File: src/core/module_power_reset_sequencer_defines.vh
// Constants and timing counts for the module power and reset sequencer
// What this block does
// Button low 50 ms to 4 s is event
// Button held 4 s forces power off
// Event wakes from off, stops when running
// No power-up finish while supply good low
// Carrier keeps supply good high in S0
// Reset waits up to 25 ms bus idle
// Internal reset held 5 to 6 ms
// Carrier reset output driven low for reset
// Battery manager alert forces power-on on return
// Battery low causes orderly power-down
// Two wake inputs: PCIe and general purpose
// Suspend notice asserted before suspend entry
// One extra cold reset after total loss
// ATX standby up: S5, request main rail
// ATX waits supply good before S0
// ATX turn-on high in S5, low in S0
// Single supply powers up on main connect
// Single supply leaves S5 on event or reconnect
// Standby only: S3/S4/S5, S0 needs main
// Button inputs synchronised, short power button pulses ignored
// Override beats pending transitions, ends soft-off
`ifndef MODULE_POWER_RESET_SEQUENCER_DEFINES_VH
`define MODULE_POWER_RESET_SEQUENCER_DEFINES_VH
// ==========================================
// Timing in their own units
`define CLK_HZ 100000000
`define BTN_MIN_MS 50
`define BTN_OVR_MS 4000
`define SMB_WAIT_MS 25
`define RST_HOLD_MIN_MS 5
`define RST_HOLD_MAX_MS 6
`define SUSP_NOTICE_US 10
// ==========================================
// Derived cycle counts
`define BTN_MIN_CYC ((`CLK_HZ / 1000) * `BTN_MIN_MS)
`define BTN_OVR_CYC ((`CLK_HZ / 1000) * `BTN_OVR_MS)
`define SMB_WAIT_CYC ((`CLK_HZ / 1000) * `SMB_WAIT_MS)
`define RST_HOLD_CYC ((`CLK_HZ / 1000) * `RST_HOLD_MIN_MS)
`define SUSP_NOTICE_CYC ((`CLK_HZ / 1000000) * `SUSP_NOTICE_US)
// ==========================================
// Power state codes
`define ST_G3 3'd0
`define ST_S5 3'd1
`define ST_WAIT_PG 3'd2
`define ST_S0 3'd3
`define ST_NOTICE 3'd4
`define ST_S3 3'd5
`define ST_S4 3'd6
`endif

File: src/core/module_power_reset_sequencer.v
// Power button, supply and reset sequencing logic of the module
`timescale 1ns/100ps
`default_nettype none
`include "module_power_reset_sequencer_defines.vh"
// ==========================================
// Overview
// The sequencer lives in the standby domain and owns three jobs:
//   - timing the power button into short events and a long override,
//   - turning a reset button press into a fixed-length internal reset,
//   - walking the power states G3, S5, S3, S4 and S0 in step with the
//     supply and the carrier.
// Every output is a flop so the carrier never sees decode glitches.
// Supply request outputs change on the same edge as the state code, so
// a watcher may treat the state and the rail request as one picture.
// Limitations:
//   - The button counter is 32 bits wide; override counts above that
//     range would need a wider counter.
//   - Bus idle is trusted as given; a stuck-busy bus costs the full wait.
//   - Only one reset can run at a time; presses during a hold are lost.
// Trade-off: the hold length uses the short end of the allowed window so
// a reboot is as quick as the rules allow.
module module_power_reset_sequencer #(
  parameter integer BTN_MIN_CYC = `BTN_MIN_CYC,
  parameter integer BTN_OVR_CYC = `BTN_OVR_CYC,
  parameter integer SMB_WAIT_CYC = `SMB_WAIT_CYC,
  parameter integer RST_HOLD_CYC = `RST_HOLD_CYC,
  parameter integer SUSP_NOTICE_CYC = `SUSP_NOTICE_CYC
) (
  input wire clk,
  input wire sys_rst,
  input wire power_button_n,
  input wire reset_button_n,
  input wire supply_good,
  input wire main_supply_present,
  input wire standby_rail,
  input wire atx_mode,
  input wire battery_manager_alert_n,
  input wire battery_low_n,
  input wire wake_pcie_n,
  input wire wake_gp_n,
  input wire smbus_idle,
  input wire stay_off_after_fail,
  input wire suspend_req,
  input wire [1:0] suspend_kind,
  input wire battery_lost,
  output reg carrier_reset_n,
  output reg internal_reset,
  output reg suspend_notice_n,
  output reg main_power_on_n,
  output reg psu_turn_on_n,
  output reg module_power_en,
  output reg [2:0] power_state
);
  // ==========================================
  // Synchronisers
  reg [1:0] pb_sync_reg;
  reg [1:0] rb_sync_reg;
  // Two flops each; only the second stage is read
  always @(posedge clk or posedge sys_rst) begin
    if (sys_rst) begin
      pb_sync_reg <= 2'b11;
      rb_sync_reg <= 2'b11;
    end else begin
      pb_sync_reg <= {pb_sync_reg[0], power_button_n};
      rb_sync_reg <= {rb_sync_reg[0], reset_button_n};
    end
  end
  wire pb_n = pb_sync_reg[1];
  wire rb_n = rb_sync_reg[1];
  reg rb_prev_reg;
  reg main_prev_reg;
  reg first_boot_reg;
  reg extra_reset_pend_reg;
  // ==========================================
  // Power button timing
  reg [31:0] pb_cnt_reg;
  reg pb_event_reg;
  reg pb_override_reg;
  reg pb_ovr_done_reg;
  // Event on release inside window; override fires once per press
  always @(posedge clk or posedge sys_rst) begin
    if (sys_rst) begin
      pb_cnt_reg <= 32'h0000_0000;
      pb_event_reg <= 1'b0;
      pb_override_reg <= 1'b0;
      pb_ovr_done_reg <= 1'b0;
    end else begin
      pb_event_reg <= 1'b0;
      pb_override_reg <= 1'b0;
      if (!pb_n) begin
        if (pb_cnt_reg < BTN_OVR_CYC)
          pb_cnt_reg <= pb_cnt_reg + 32'h0000_0001;
        if (pb_cnt_reg == BTN_OVR_CYC - 1 && !pb_ovr_done_reg) begin
          pb_override_reg <= 1'b1;
          pb_ovr_done_reg <= 1'b1;
        end
      end else begin
        // Short glitches never reach the minimum count
        if (pb_cnt_reg >= BTN_MIN_CYC && pb_cnt_reg < BTN_OVR_CYC)
          pb_event_reg <= 1'b1;
        pb_cnt_reg <= 32'h0000_0000;
        pb_ovr_done_reg <= 1'b0;
      end
    end
  end
  // ==========================================
  // Reset button: graceful wait then fixed hold
  localparam [1:0] RS_IDLE = 2'd0;
  localparam [1:0] RS_WAIT = 2'd1;
  localparam [1:0] RS_HOLD = 2'd2;
  reg [1:0] rs_state_reg;
  reg [31:0] rs_cnt_reg;
  reg cold_reset_req_reg;
  // Hold counts from assertion only, so a long press cannot stretch it
  always @(posedge clk or posedge sys_rst) begin
    if (sys_rst) begin
      rs_state_reg <= RS_IDLE;
      rs_cnt_reg <= 32'h0000_0000;
      rb_prev_reg <= 1'b1;
      internal_reset <= 1'b0;
      carrier_reset_n <= 1'b0;
    end else begin
      rb_prev_reg <= rb_n;
      case (rs_state_reg)
        RS_IDLE: begin
          internal_reset <= 1'b0;
          carrier_reset_n <= (power_state == `ST_S0);
          if (cold_reset_req_reg) begin
            rs_state_reg <= RS_HOLD;
            rs_cnt_reg <= 32'h0000_0000;
            internal_reset <= 1'b1;
            carrier_reset_n <= 1'b0;
          end else if (rb_prev_reg && !rb_n && power_state == `ST_S0) begin
            rs_state_reg <= RS_WAIT;
            rs_cnt_reg <= 32'h0000_0000;
          end
        end
        RS_WAIT: begin
          rs_cnt_reg <= rs_cnt_reg + 32'h0000_0001;
          if (smbus_idle || rs_cnt_reg >= SMB_WAIT_CYC - 1) begin
            rs_state_reg <= RS_HOLD;
            rs_cnt_reg <= 32'h0000_0000;
            internal_reset <= 1'b1;
            carrier_reset_n <= 1'b0;
          end
        end
        RS_HOLD: begin
          rs_cnt_reg <= rs_cnt_reg + 32'h0000_0001;
          if (rs_cnt_reg >= RST_HOLD_CYC - 1) begin
            rs_state_reg <= RS_IDLE;
            internal_reset <= 1'b0;
          end
        end
        default: rs_state_reg <= RS_IDLE;
      endcase
    end
  end
  // ==========================================
  // Power state machine
  reg [31:0] nt_cnt_reg;
  reg [2:0] target_reg;
  wire wake_any = !wake_pcie_n || !wake_gp_n;
  wire pg_ok = atx_mode ? supply_good : (supply_good && main_supply_present);
  wire auto_on = !battery_manager_alert_n || !stay_off_after_fail;
  // ==========================================
  // Decode helpers
  // Requested sleep depth to state code; unknown kinds fall to soft-off
  function [2:0] sleep_target;
    input [1:0] kind;
    begin
      case (kind)
        2'd1: sleep_target = `ST_S3;
        2'd2: sleep_target = `ST_S4;
        default: sleep_target = `ST_S5;
      endcase
    end
  endfunction
  // True when the rail that starts the module from G3 is up
  function rail_up;
    input atx;
    input stby;
    input main;
    begin
      rail_up = atx ? stby : main;
    end
  endfunction
  // ==========================================
  // Power state machine body
  // Rail request outputs move on the same edge as the state code, so a
  // state of WAIT_PG always comes with the main rail requested and a
  // sleep state never does.
  // Override checked first so it beats any pending transition
  always @(posedge clk or posedge sys_rst) begin
    if (sys_rst) begin
      power_state <= `ST_G3;
      nt_cnt_reg <= 32'h0000_0000;
      target_reg <= `ST_S5;
      main_prev_reg <= 1'b0;
      first_boot_reg <= 1'b1;
      extra_reset_pend_reg <= 1'b0;
      cold_reset_req_reg <= 1'b0;
      suspend_notice_n <= 1'b1;
      main_power_on_n <= 1'b1;
      psu_turn_on_n <= 1'b1;
      module_power_en <= 1'b0;
    end else begin
      main_prev_reg <= main_supply_present;
      cold_reset_req_reg <= 1'b0;
      if (battery_lost)
        first_boot_reg <= 1'b1;
      if (pb_override_reg) begin
        power_state <= `ST_S5;
        suspend_notice_n <= 1'b1;
        module_power_en <= 1'b0;
        main_power_on_n <= 1'b1;
        psu_turn_on_n <= 1'b1;
      end else begin
        case (power_state)
          `ST_G3: begin
            if (rail_up(atx_mode, standby_rail, main_supply_present)) begin
              power_state <= `ST_S5;
              if (atx_mode || auto_on) begin
                power_state <= `ST_WAIT_PG;
                // Ask for the main rail together with the state change
                main_power_on_n <= 1'b0;
                psu_turn_on_n <= 1'b0;
              end
            end
          end
          `ST_S5, `ST_S3, `ST_S4: begin
            module_power_en <= 1'b0;
            psu_turn_on_n <= 1'b1;
            main_power_on_n <= 1'b1;
            suspend_notice_n <= 1'b1;
            if (pb_event_reg || (power_state != `ST_S5 && wake_any) ||
                (!atx_mode && main_supply_present && !main_prev_reg)) begin
              power_state <= `ST_WAIT_PG;
              main_power_on_n <= 1'b0;
              psu_turn_on_n <= 1'b0;
            end
          end
          `ST_WAIT_PG: begin
            main_power_on_n <= 1'b0;
            psu_turn_on_n <= 1'b0;
            // Main rail must be good before S0
            if (pg_ok && main_supply_present) begin
              power_state <= `ST_S0;
              module_power_en <= 1'b1;
              if (first_boot_reg) begin
                extra_reset_pend_reg <= 1'b1;
                // A new loss in this very cycle must win over the clear
                first_boot_reg <= battery_lost;
              end
            end
          end
          `ST_S0: begin
            psu_turn_on_n <= 1'b0;
            if (extra_reset_pend_reg) begin
              cold_reset_req_reg <= 1'b1;
              extra_reset_pend_reg <= 1'b0;
            end
            if (!supply_good) begin
              power_state <= `ST_S5;
              module_power_en <= 1'b0;
              psu_turn_on_n <= 1'b1;
              main_power_on_n <= 1'b1;
            end else if (pb_event_reg || !battery_low_n) begin
              target_reg <= `ST_S5;
              power_state <= `ST_NOTICE;
              suspend_notice_n <= 1'b0;
              nt_cnt_reg <= 32'h0000_0000;
            end else if (suspend_req) begin
              target_reg <= sleep_target(suspend_kind);
              power_state <= `ST_NOTICE;
              suspend_notice_n <= 1'b0;
              nt_cnt_reg <= 32'h0000_0000;
            end
          end
          `ST_NOTICE: begin
            suspend_notice_n <= 1'b0;
            nt_cnt_reg <= nt_cnt_reg + 32'h0000_0001;
            // Rails drop on the edge that leaves the notice phase
            if (nt_cnt_reg >= SUSP_NOTICE_CYC - 1) begin
              power_state <= target_reg;
              suspend_notice_n <= 1'b1;
              module_power_en <= 1'b0;
              psu_turn_on_n <= 1'b1;
              main_power_on_n <= 1'b1;
            end
          end
          default: power_state <= `ST_G3;
        endcase
      end
    end
  end
endmodule // module_power_reset_sequencer
`default_nettype wire

File: config.mk
export PLATFORM = sky130hd
export DESIGN_NAME = module_power_reset_sequencer
export DESIGN_NICKNAME = d
export VERILOG_FILES = /design/src/core/module_power_reset_sequencer.v
export VERILOG_INCLUDE_DIRS = /design/src /design/src/core
export SDC_FILE = /design/constraint.sdc
export NUM_CORES = 1
export LEC_CHECK = 0
export BUFFER_PORTS_ARGS = -buffer_cell sky130_fd_sc_hd__clkbuf_2
export CAP_MARGIN = 0
export CORE_MARGIN = 4
export CORE_UTILIZATION = 56
export DETAILED_ROUTE_END_ITERATION = 7
export PLACE_DENSITY = 0.82
export SLEW_MARGIN = 40
export SYNTH_ARGS = -nofsm -noshare
export SYNTH_HDL_FRONTEND = slang
export SYNTH_SLANG_ARGS = --single-unit
export TNS_END_PERCENT = 1
File: constraint.sdc
create_clock -name clk -period 4.25 [get_ports clk]
set_input_delay 0.85 -clock clk [delete_from_list [all_inputs] [get_ports clk]]
set_output_delay 0.85 -clock clk [all_outputs]
set_load 0.005 [all_outputs]
==> reports/metrics.csv, run 1 <==
metric;value;unit
Layout fillers;957;
post-synthesis sequential area ratio;0.447;
Avg Cell Area, Syn;8.96;sq um
max_cap viols;0;
Slew Viols, Final;0;
clock-pin transition on the worst setup and hold timing paths;0.06;ns
period utilization;0.687;
Synth Instances;765;
Layout Nets;802;
crit-path max FO;13;
htree depth;4;
Final Hold Fails;0;
Syn Nets;793;
Synth top area share;0.409;
crit path DAT;3.22;ns
Crit. End Element;register;
Core Area;12000;sq um
vias per cell;6.34;
Ys Warns;0;
ANT cells;0;
Async SR Flop Fraction;1.00;
1st-iter DRT viols;729;
Leakage;3.24;nW
starting density of the core;0.571;
Routed wire per std cell;16.6;microns
Max IR drop VDD;0.324;mV
DRC Markers;0;
Synth top cells by count;112 x dfrtp_1, 87 x nor2_1, 67 x nand2_1, 48 x nand3_1, 36 x xnor2_1;
clk_skew;0.00548;ns
Hold Slack;0.361;ns
die height;119;microns
IO Count;27;
crit path launch type;register;
largest net degree at the start of global routing;63;
Post-synth top flop;dfrtp_1;
Simple-Gate Fraction of Synth Area;0.280;
Die X;119;microns
multiplexer share of the synthesized area;0.0140;
share of layout cells above drive strength 1;0.118;
Post-CTS Resized;0;
first-pass GRT wire length;26.7;mm
clk_lat worst skew;0.42;ns
GPL Wtd Cong;0.873;
GRT overflow;0;
Max transition margin;0.468;
crit path kind;reg2reg;
synthesized area;6860;sq um
outcome;finished, final reports clean;
router iterations before antenna repair;5;
Area Growth Syn to Fin;11.5;%
leading post-synthesis cells by cell area;dfrtp_1 41%, nor2_1 4.8%, xnor2_1 4.6%, dfstp_2 3.8%, nand2_1 3.7%;
footprint of the multi-input gates;3520;sq um
Yosys cell types;65;
postcts setup bufs;0;
I/O Buffers;26;
Fmax;0.343;GHz
site row count;40;
PD cells;475;nW/um^2
Die ar.;14100;sq um
Root Buffer;clkbuf_16;
top-count cell post-synth;dfrtp_1;
Worst EP required;4.55;ns
CTS Buf Count;17;
WL final;15.5;mm
RSZ-0062 raised after global routing;no;
Synth Area in Compound Gates;0.134;
Final HPWL DP;10.3;mm
hold buffer count at cts;0;
vias in the first global route;5633;
Hold Crit Class;reg2reg;
Final Critical Period;2.92;ns
area leader, netlist;dfrtp_1;
Post-DRT Antenna Nets;0;
Final setup viols;0;
register area;3070;sq um
setup TNS;0;ns
number of flops mapped to enable cells by yosys;0;
initial antenna violation count;0;
Worst Tran Pin Value;0.791;ns
XOR/XNOR Fraction of Synth Area;0.0651;
TritonCTS clock tree;built;
clock buffer depth;2;
vias;5922;
largest family of logic cells by synthesized area;simple AND/OR/NAND/NOR gates;
GRT Total Usage;0.228;
number of sinks on the clock net;122;
Synth Area in Adders;0.0182;
register bit total from synthesis;122;
## final timing paths
| path | start | to | slack (ns) | depth (start not counted) |
|---|---|---|---|---|
| max | rs_cnt_reg[24]$_DFFE_PP0P_ | rs_cnt_reg[12]$_DFFE_PP0P_ | 1.33 | 6 |
| min | pb_sync_reg[0]$_DFF_PP1_ | pb_sync_reg[1]$_DFF_PP1_ | 0.36 | 0 |
| max reg2reg | rs_cnt_reg[24]$_DFFE_PP0P_ | rs_cnt_reg[12]$_DFFE_PP0P_ | 1.33 | 6 |
| min reg2reg | pb_sync_reg[0]$_DFF_PP1_ | pb_sync_reg[1]$_DFF_PP1_ | 0.36 | 0 |
| max in group asynchronous | sys_rst | pb_sync_reg[0]$_DFF_PP1_ | 2.96 | 3 |
| min in group asynchronous | sys_rst | rs_cnt_reg[10]$_DFFE_PP0P_ | 0.49 | 2 |
## cells by family (layout without fill, tap and decap cells)
family | count (synthesis) | count (layout)
simple gates | 367 | 367
compound gates | 137 | 137
fa+ha+maj | 10 | 10
mux | 9 | 9
flops | 122 | 122
buf+inv | 69 | 91
xor+xnor | 51 | 51
## layout by cell type (no fill, tap or decap), types with 21 or more instances in the layout
master	synthesis	routed
nand2_1	67	67
a21oi_1	34	34
nand3_1	48	48
nor2_1	87	87
nand4_1	28	28
xnor2_1	36	36
nor3_1	21	21
dfrtp_1	112	112
inv_1	29	28
o21ai_0	28	27
clkbuf_2	2	26
## routing by layer
metal  share of wire  track usage
met5               0            0
met4           0.015       0.0833
met3           0.056       0.0502
met2            0.49        0.363
met1            0.43        0.306
## worst max-delay path: stages, from the launching register on
cell and delay (ns):
dfrtp_1 0.42, or4_1 0.56, nor2_1 0.15, o2111ai_1 0.24, o21bai_2 0.58, nand2_1 0.41
o311ai_0 0.43
## final cells by class
class	count	area share
Sequential cell	122	0.401
Multi-Input combinational cell	574	0.461
Tap cell	147	0.0241
Clock buffer	18	0.0574
Timing Repair Buffer	30	0.0226
Clock inverter	14	0.0193
Inverter	29	0.0149
## power breakdown
group	internal [W]	switching [W]
clock network	0.000877	0.000543
registers	0.00127	0.000124
logic	0.000284	0.000534
total	0.00243	0.00120
## metrics by stage
stage,instance area (sq um),total power [W],setup WS [ns],utilization,cells
5_1_grt,7640,0.00380,0.988,0.636,934
6_report,7640,0.00363,1.33,0.636,934
3_3_place_gp,7040,0.00217,1.41,0.586,902
3_5_place_dp,7040,0.00221,1.28,0.586,902
2_1_floorplan,6860,0.00199,0.174,-,765
4_1_cts,7630,0.00363,1.35,0.635,934
Power figures use the tool's default switching activity.
==> inputs of run 2 (changes only) <==
--- a/config.mk
+++ b/config.mk
@@ -11,7 +11,7 @@
 export CORE_MARGIN = 4
 export CORE_UTILIZATION = 56
 export DETAILED_ROUTE_END_ITERATION = 7
-export PLACE_DENSITY = 0.82
+export PLACE_DENSITY = 0.79
 export SLEW_MARGIN = 40
 export SYNTH_ARGS = -nofsm -noshare
 export SYNTH_HDL_FRONTEND = slang
==> constraint.sdc (replaced) <==
create_clock -name clk -period 2.9 [get_ports clk]
set_input_delay 0.58 -clock clk [delete_from_list [all_inputs] [get_ports clk]]
set_output_delay 0.58 -clock clk [all_outputs]
set_load 0.005 [all_outputs]
==> reports/metrics.csv, run 2 (synthesized netlist as in run 1, its figures left out) <==
metric;value;unit;change
outcome;finished, final reports clean;;unchanged
RR Startpoint;rs_cnt_reg[22]$_DFFE_PP0P_;;was rs_cnt_reg[24]$_DFFE_PP0P_
GRT overflow;0;;unchanged
period utilization;0.898;;was 0.687
worst-case reg-to-reg path depth;8;;was 6
Slew Viols, Final;0;;unchanged
Hold Startpoint;power_button_n;;was pb_sync_reg[0]$_DFF_PP1_
ANT cells;0;;unchanged
Final setup viols;0;;unchanged
crit path launch type;register;;unchanged
first-pass GRT wire length;26.6;mm;was 26.7 mm
Hold Slack;0.236;ns;was 0.361 ns
Fmax;0.384;GHz;was 0.343 GHz
cell area after layout;7790;sq um;was 7640 sq um
site row count;40;;unchanged
Leakage;3.32;nW;was 3.24 nW
Final Critical Period;2.60;ns;was 2.92 ns
clk_lat worst skew;0.42;ns;about the same
Layout fillers;970;;was 957
hold endpoint;pb_sync_reg[0]$_DFF_PP1_;;was pb_sync_reg[1]$_DFF_PP1_
Worst Tran Pin Value;0.828;ns;was 0.791 ns
WL final;15.6;mm;was 15.5 mm
vias in the first global route;5690;;was 5,633
Routed wire per std cell;16.3;microns;was 16.6 microns
Area Growth Syn to Fin;13.5;%;was 11.5%
TritonCTS clock tree;built;;unchanged
GPL Wtd Cong;0.947;;was 0.873
Hold Crit Class;in2reg;;was reg2reg
Die ar.;14100;sq um;unchanged
number of sinks on the clock net;122;;unchanged
Max transition margin;0.443;;was 0.468
clock-pin transition on the worst setup and hold timing paths;0.06;ns;about the same
vias;5963;;was 5,922
footprint of the multi-input gates;3510;sq um;was 3520 sq um
post-layout worst setup margin;0.297;ns;was 1.33 ns
register area;3070;sq um;unchanged
Core Area;12000;sq um;unchanged
starting density of the core;0.571;;unchanged
Max IR drop VDD;0.568;mV;was 0.324 mV
Worst R2R End;rs_cnt_reg[22]$_DFFE_PP0P_;;was rs_cnt_reg[12]$_DFFE_PP0P_
share of layout cells above drive strength 1;0.138;;was 0.118
CTS Buf Count;17;;unchanged
vias per cell;6.26;;was 6.34
Layout Nets;821;;was 802
1st-iter DRT viols;514;;was 729
Root Buffer;clkbuf_16;;unchanged
pre-CTS setup slack;0.285;ns;was 1.28 ns
max_cap viols;0;;unchanged
Worst EP required;3.20;ns;was 4.55 ns
Crit. End Element;register;;unchanged
Die X;119;microns;unchanged
commonest non-fill, non-tap cell in the layout;dfrtp_1;;unchanged
hold buffer count at cts;0;;unchanged
initial antenna violation count;0;;unchanged
GRT Total Usage;0.227;;was 0.228
crit-path max FO;17;;was 13
RSZ-0062 raised after global routing;no;;unchanged
clock buffer depth;2;;unchanged
I/O Buffers;26;;unchanged
Final HPWL DP;10.4;mm;was 10.3 mm
Post-DP Area;7160;sq um;was 7040 sq um
Post-DRT Antenna Nets;0;;unchanged
crit path DAT;2.90;ns;was 3.22 ns
htree depth;4;;unchanged
Reg2Reg Setup Slack;0.30;ns;was 1.33 ns
DRC Markers;0;;unchanged
Worst Hold Path Cells;1;;was 0
crit path kind;reg2reg;;unchanged
die height;119;microns;unchanged
setup TNS;0;ns;unchanged
clk_skew;0.00527;ns;was 0.00548 ns
router iterations before antenna repair;5;;unchanged
PD cells;709;nW/um^2;was 475 nW/um^2
largest net degree at the start of global routing;123;;was 63
Final Hold Fails;0;;unchanged
IO Count;27;;unchanged
most frequent cells in the layout;112 x dfrtp_1, 87 x nor2_1, 67 x nand2_1, 48 x nand3_1, 36 x xnor2_1;;unchanged
[run 2: metrics by stage]
step / util / power, W / std cells
after detailed placement: 0.596 / 0.00334 / 918
after floorplan: - / 0.00292 / 765
after global routing: 0.648 / 0.00580 / 953
final: 0.648 / 0.00552 / 953
after CTS: 0.646 / 0.00550 / 950
after global placement: 0.596 / 0.00329 / 918
[run 2: metal layers]
| layer | part of all wire | global-route usage |
|---|---|---|
| met4 | 0.013 | 0.0731 |
| met5 | 0 | 0 |
| met3 | 0.050 | 0.0565 |
| met2 | 0.49 | 0.358 |
| met1 | 0.45 | 0.310 |
[run 2: worst max-delay path by stage]
stage	start	endpoint
floorplan	rs_cnt_reg[11]$_DFFE_PP0P_	rs_cnt_reg[15]$_DFFE_PP0P_
global placement	rs_cnt_reg[22]$_DFFE_PP0P_	rs_cnt_reg[11]$_DFFE_PP0P_
detailed placement	rs_cnt_reg[14]$_DFFE_PP0P_	rs_cnt_reg[11]$_DFFE_PP0P_
CTS	rs_cnt_reg[14]$_DFFE_PP0P_	rs_cnt_reg[12]$_DFFE_PP0P_
global route	rs_cnt_reg[24]$_DFFE_PP0P_	rs_cnt_reg[12]$_DFFE_PP0P_
finish	rs_cnt_reg[22]$_DFFE_PP0P_	rs_cnt_reg[22]$_DFFE_PP0P_
[run 2: final cells by class]
cell class | count | share of cell area
Sequential cell | 122 | 0.394
Timing Repair Buffer | 49 | 0.0405
Clock inverter | 15 | 0.0227
Multi-Input combinational cell | 574 | 0.450
Clock buffer | 17 | 0.0546
Inverter | 29 | 0.0145
Tap cell | 147 | 0.0236
[run 2: worst max-delay path: stages, from the launching register on]
cell,delay [ns]
dfrtp_1,0.45
or2_2,0.34
or4b_1,0.47
o2111ai_1,0.44
o21bai_2,0.17
buf_4,0.17
a21oi_2,0.12
buf_4,0.23
nor2_1,0.08
[run 2: power by group]
group | internal (W) | total (W) | switching (W)
clock network | 0.00135 | 0.00215 | 0.000799
logic | 0.000522 | 0.00140 | 0.000876
registers | 0.00186 | 0.00198 | 0.000118
total | 0.00373 | 0.00552 | 0.00179
[run 2: timing repair]
item                                   4_1_cts  5_1_grt
endpoints found under the hold margin        0        0
gates resized for setup                      0        0
setup buffers                                0        3
setup endpoints to repair                    0        1
==> inputs of run 3 (changes only) <==
--- a/config.mk
+++ b/config.mk
@@ -10,6 +10,7 @@
 export CAP_MARGIN = 0
 export CORE_MARGIN = 4
 export CORE_UTILIZATION = 56
+export CTS_CLUSTER_DIAMETER = 60
 export DETAILED_ROUTE_END_ITERATION = 7
 export PLACE_DENSITY = 0.79
 export SLEW_MARGIN = 40
==> constraint.sdc (replaced) <==
create_clock -name clk -period 2.4 [get_ports clk]
set_input_delay 0.48 -clock clk [delete_from_list [all_inputs] [get_ports clk]]
set_output_delay 0.48 -clock clk [all_outputs]
set_load 0.005 [all_outputs]
==> reports/metrics.csv, run 3 (synthesized netlist as in run 1, its figures left out) <==
metric;value;unit;change
initial antenna violation count;0;;unchanged
footprint of the multi-input gates;3600;sq um;was 3510 sq um
IO Count;27;;unchanged
GRT Total Usage;0.239;;was 0.227
Worst EP required;2.73;ns;was 3.20 ns
die height;119;microns;unchanged
register area;3070;sq um;unchanged
vias per cell;6.28;;was 6.26
Final HPWL DP;11.2;mm;was 10.4 mm
P_sw;0.00217;W;was 0.00179 W
Max IR drop VDD;0.598;mV;was 0.568 mV
Fmax;0.430;GHz;was 0.384 GHz
Layout fillers;953;;was 970
first-pass GRT wire length;28.2;mm;was 26.6 mm
Hold Slack;0.0766;ns;was 0.236 ns
Net Sw Frac;0.331;;was 0.325
crit path launch type;register;;unchanged
site row count;40;;unchanged
ANT cells;0;;unchanged
Max transition margin;0.548;;was 0.443
share of layout cells above drive strength 1;0.192;;was 0.138
Die X;119;microns;unchanged
starting density of the core;0.571;;unchanged
crit path DAT;2.66;ns;was 2.90 ns
Clock power frac;0.355;;was 0.389
Power Internal;0.00437;W;was 0.00373 W
I/O Buffers;26;;unchanged
Worst Tran Pin Value;0.678;ns;was 0.828 ns
period utilization;0.969;;was 0.898
Routed wire per std cell;16.7;microns;was 16.3 microns
commonest non-fill, non-tap cell in the layout;dfrtp_1;;unchanged
GPL Wtd Cong;0.890;;was 0.947
1st-iter DRT viols;523;;was 514
Sequential Power Share;0.366;;was 0.358
WL final;16.5;mm;was 15.6 mm
CTS Buf Count;17;;unchanged
Hold Crit Class;in2async;;was in2reg
vias;6221;;was 5,963
crit path kind;reg2reg;;unchanged
Comb pwr share;0.280;;was 0.253
Final Critical Period;2.33;ns;was 2.60 ns
Die ar.;14100;sq um;unchanged
vias in the first global route;6061;;was 5,690
clk_lat worst skew;0.41;ns;was 0.42 ns
pre-CTS setup slack;-0.145;ns;was 0.285 ns
Core Area;12000;sq um;unchanged
TritonCTS clock tree;built;;unchanged
post-layout worst setup margin;0.0744;ns;was 0.297 ns
crit-path max FO;13;;was 17
largest net degree at the start of global routing;49;;was 123
setup TNS;0;ns;unchanged
Layout Nets;858;;was 821
DRC Markers;0;;unchanged
most frequent cells in the layout;112 x dfrtp_1, 86 x nor2_1, 66 x nand2_1, 58 x buf_4, 48 x nand3_1;;was 112 x dfrtp_1, 87 x nor2_1, 67 x nand2_1, 48 x nand3_1, 36 x xnor2_1
Final setup viols;0;;unchanged
RSZ-0062 raised after global routing;yes;;was no
clock-pin transition on the worst setup and hold timing paths;0.06;ns;about the same
Final Hold Fails;0;;unchanged
PD cells;807;nW/um^2;was 709 nW/um^2
Leakage;3.51;nW;was 3.32 nW
Post-DRT Antenna Nets;0;;unchanged
outcome;finished, final reports clean;;unchanged
htree depth;4;;unchanged
Crit. End Element;register;;unchanged
clk_skew;0.00730;ns;was 0.00527 ns
GRT overflow;0;;unchanged
number of sinks on the clock net;122;;unchanged
hold buffer count at cts;0;;unchanged
Root Buffer;clkbuf_16;;unchanged
clock buffer depth;2;;unchanged
Area Growth Syn to Fin;18.2;%;was 13.5%
router iterations before antenna repair;5;;unchanged
max_cap viols;0;;unchanged
Slew Viols, Final;0;;unchanged
[run 3: changes by cell type in the layout (fill, tap and decap cells not counted), sizes merged]
cell / before / now
clkinvlp: 7 / 4
clkinv: 5 / 6
clkbuf: 43 / 47
bufinv: 3 / 1
buf: 23 / 60
[run 3: final cells by class]
class                   instances  area share
well taps                     147      0.0227
clock buffers                  21      0.0543
multi-input cells             574       0.444
flip-flops and latches        122       0.378
repair buffers                 86      0.0747
inverters                      29      0.0139
clock inverters                11      0.0122
[run 3: routing by layer]
metal,track usage,wire (microns)
met5,0,0
met4,0.0876,242
met3,0.0541,845
met2,0.386,8200
met1,0.317,7250
[run 3: worst paths after layout]
kind	startpoint	endpoint	slack (ns)	cells past startpoint
max	nt_cnt_reg[1]$_DFFE_PP0P_	nt_cnt_reg[18]$_DFFE_PP0P_	0.07	7
min reg2reg	rb_sync_reg[0]$_DFF_PP1_	rb_sync_reg[1]$_DFF_PP1_	0.36	0
min in group clk	power_button_n	pb_sync_reg[0]$_DFF_PP1_	0.15	1
max reg2reg	nt_cnt_reg[1]$_DFFE_PP0P_	nt_cnt_reg[18]$_DFFE_PP0P_	0.07	7
min	sys_rst	rs_cnt_reg[28]$_DFFE_PP0P_	0.08	2
max in group asynchronous	sys_rst	psu_turn_on_n$_DFFE_PP1P_	1.68	3
[run 3: power groups by stage]
stage          logic, W  registers, W  clock network (W)
6_report        0.00183       0.00239            0.00232
5_1_grt         0.00200       0.00241            0.00247
4_1_cts         0.00177       0.00239            0.00236
3_5_place_dp    0.00174       0.00242                  0
3_3_place_gp    0.00166       0.00241                  0
2_1_floorplan   0.00114       0.00239                  0
[run 3: metrics by stage]
step / utilization / std cells / power (W) / area, sq um
floorplan: - / 765 / 0.00353 / 6860
global placement: 0.622 / 958 / 0.00407 / 7470
detailed placement: 0.622 / 958 / 0.00415 / 7470
CTS: 0.668 / 990 / 0.00652 / 8020
global route: 0.675 / 990 / 0.00687 / 8110
finish: 0.675 / 990 / 0.00654 / 8110
[run 3: what timing repair did]
action,4_1_cts,5_1_grt
endpoints found under the hold margin,0,0
resized for setup,1,20
cloned,0,0
pin swaps,0,4
setup buffers,0,0
endpoints found under the setup margin,17,49
[run 3: critical path, cell delays in order, from the launching register on]
cell and delay [ns]:
dfrtp_1 0.39, ha_1 0.21, buf_4 0.13, and3_1 0.19, nand4_1 0.18, or4_4 0.57
or3_1 0.41, a21oi_2 0.17
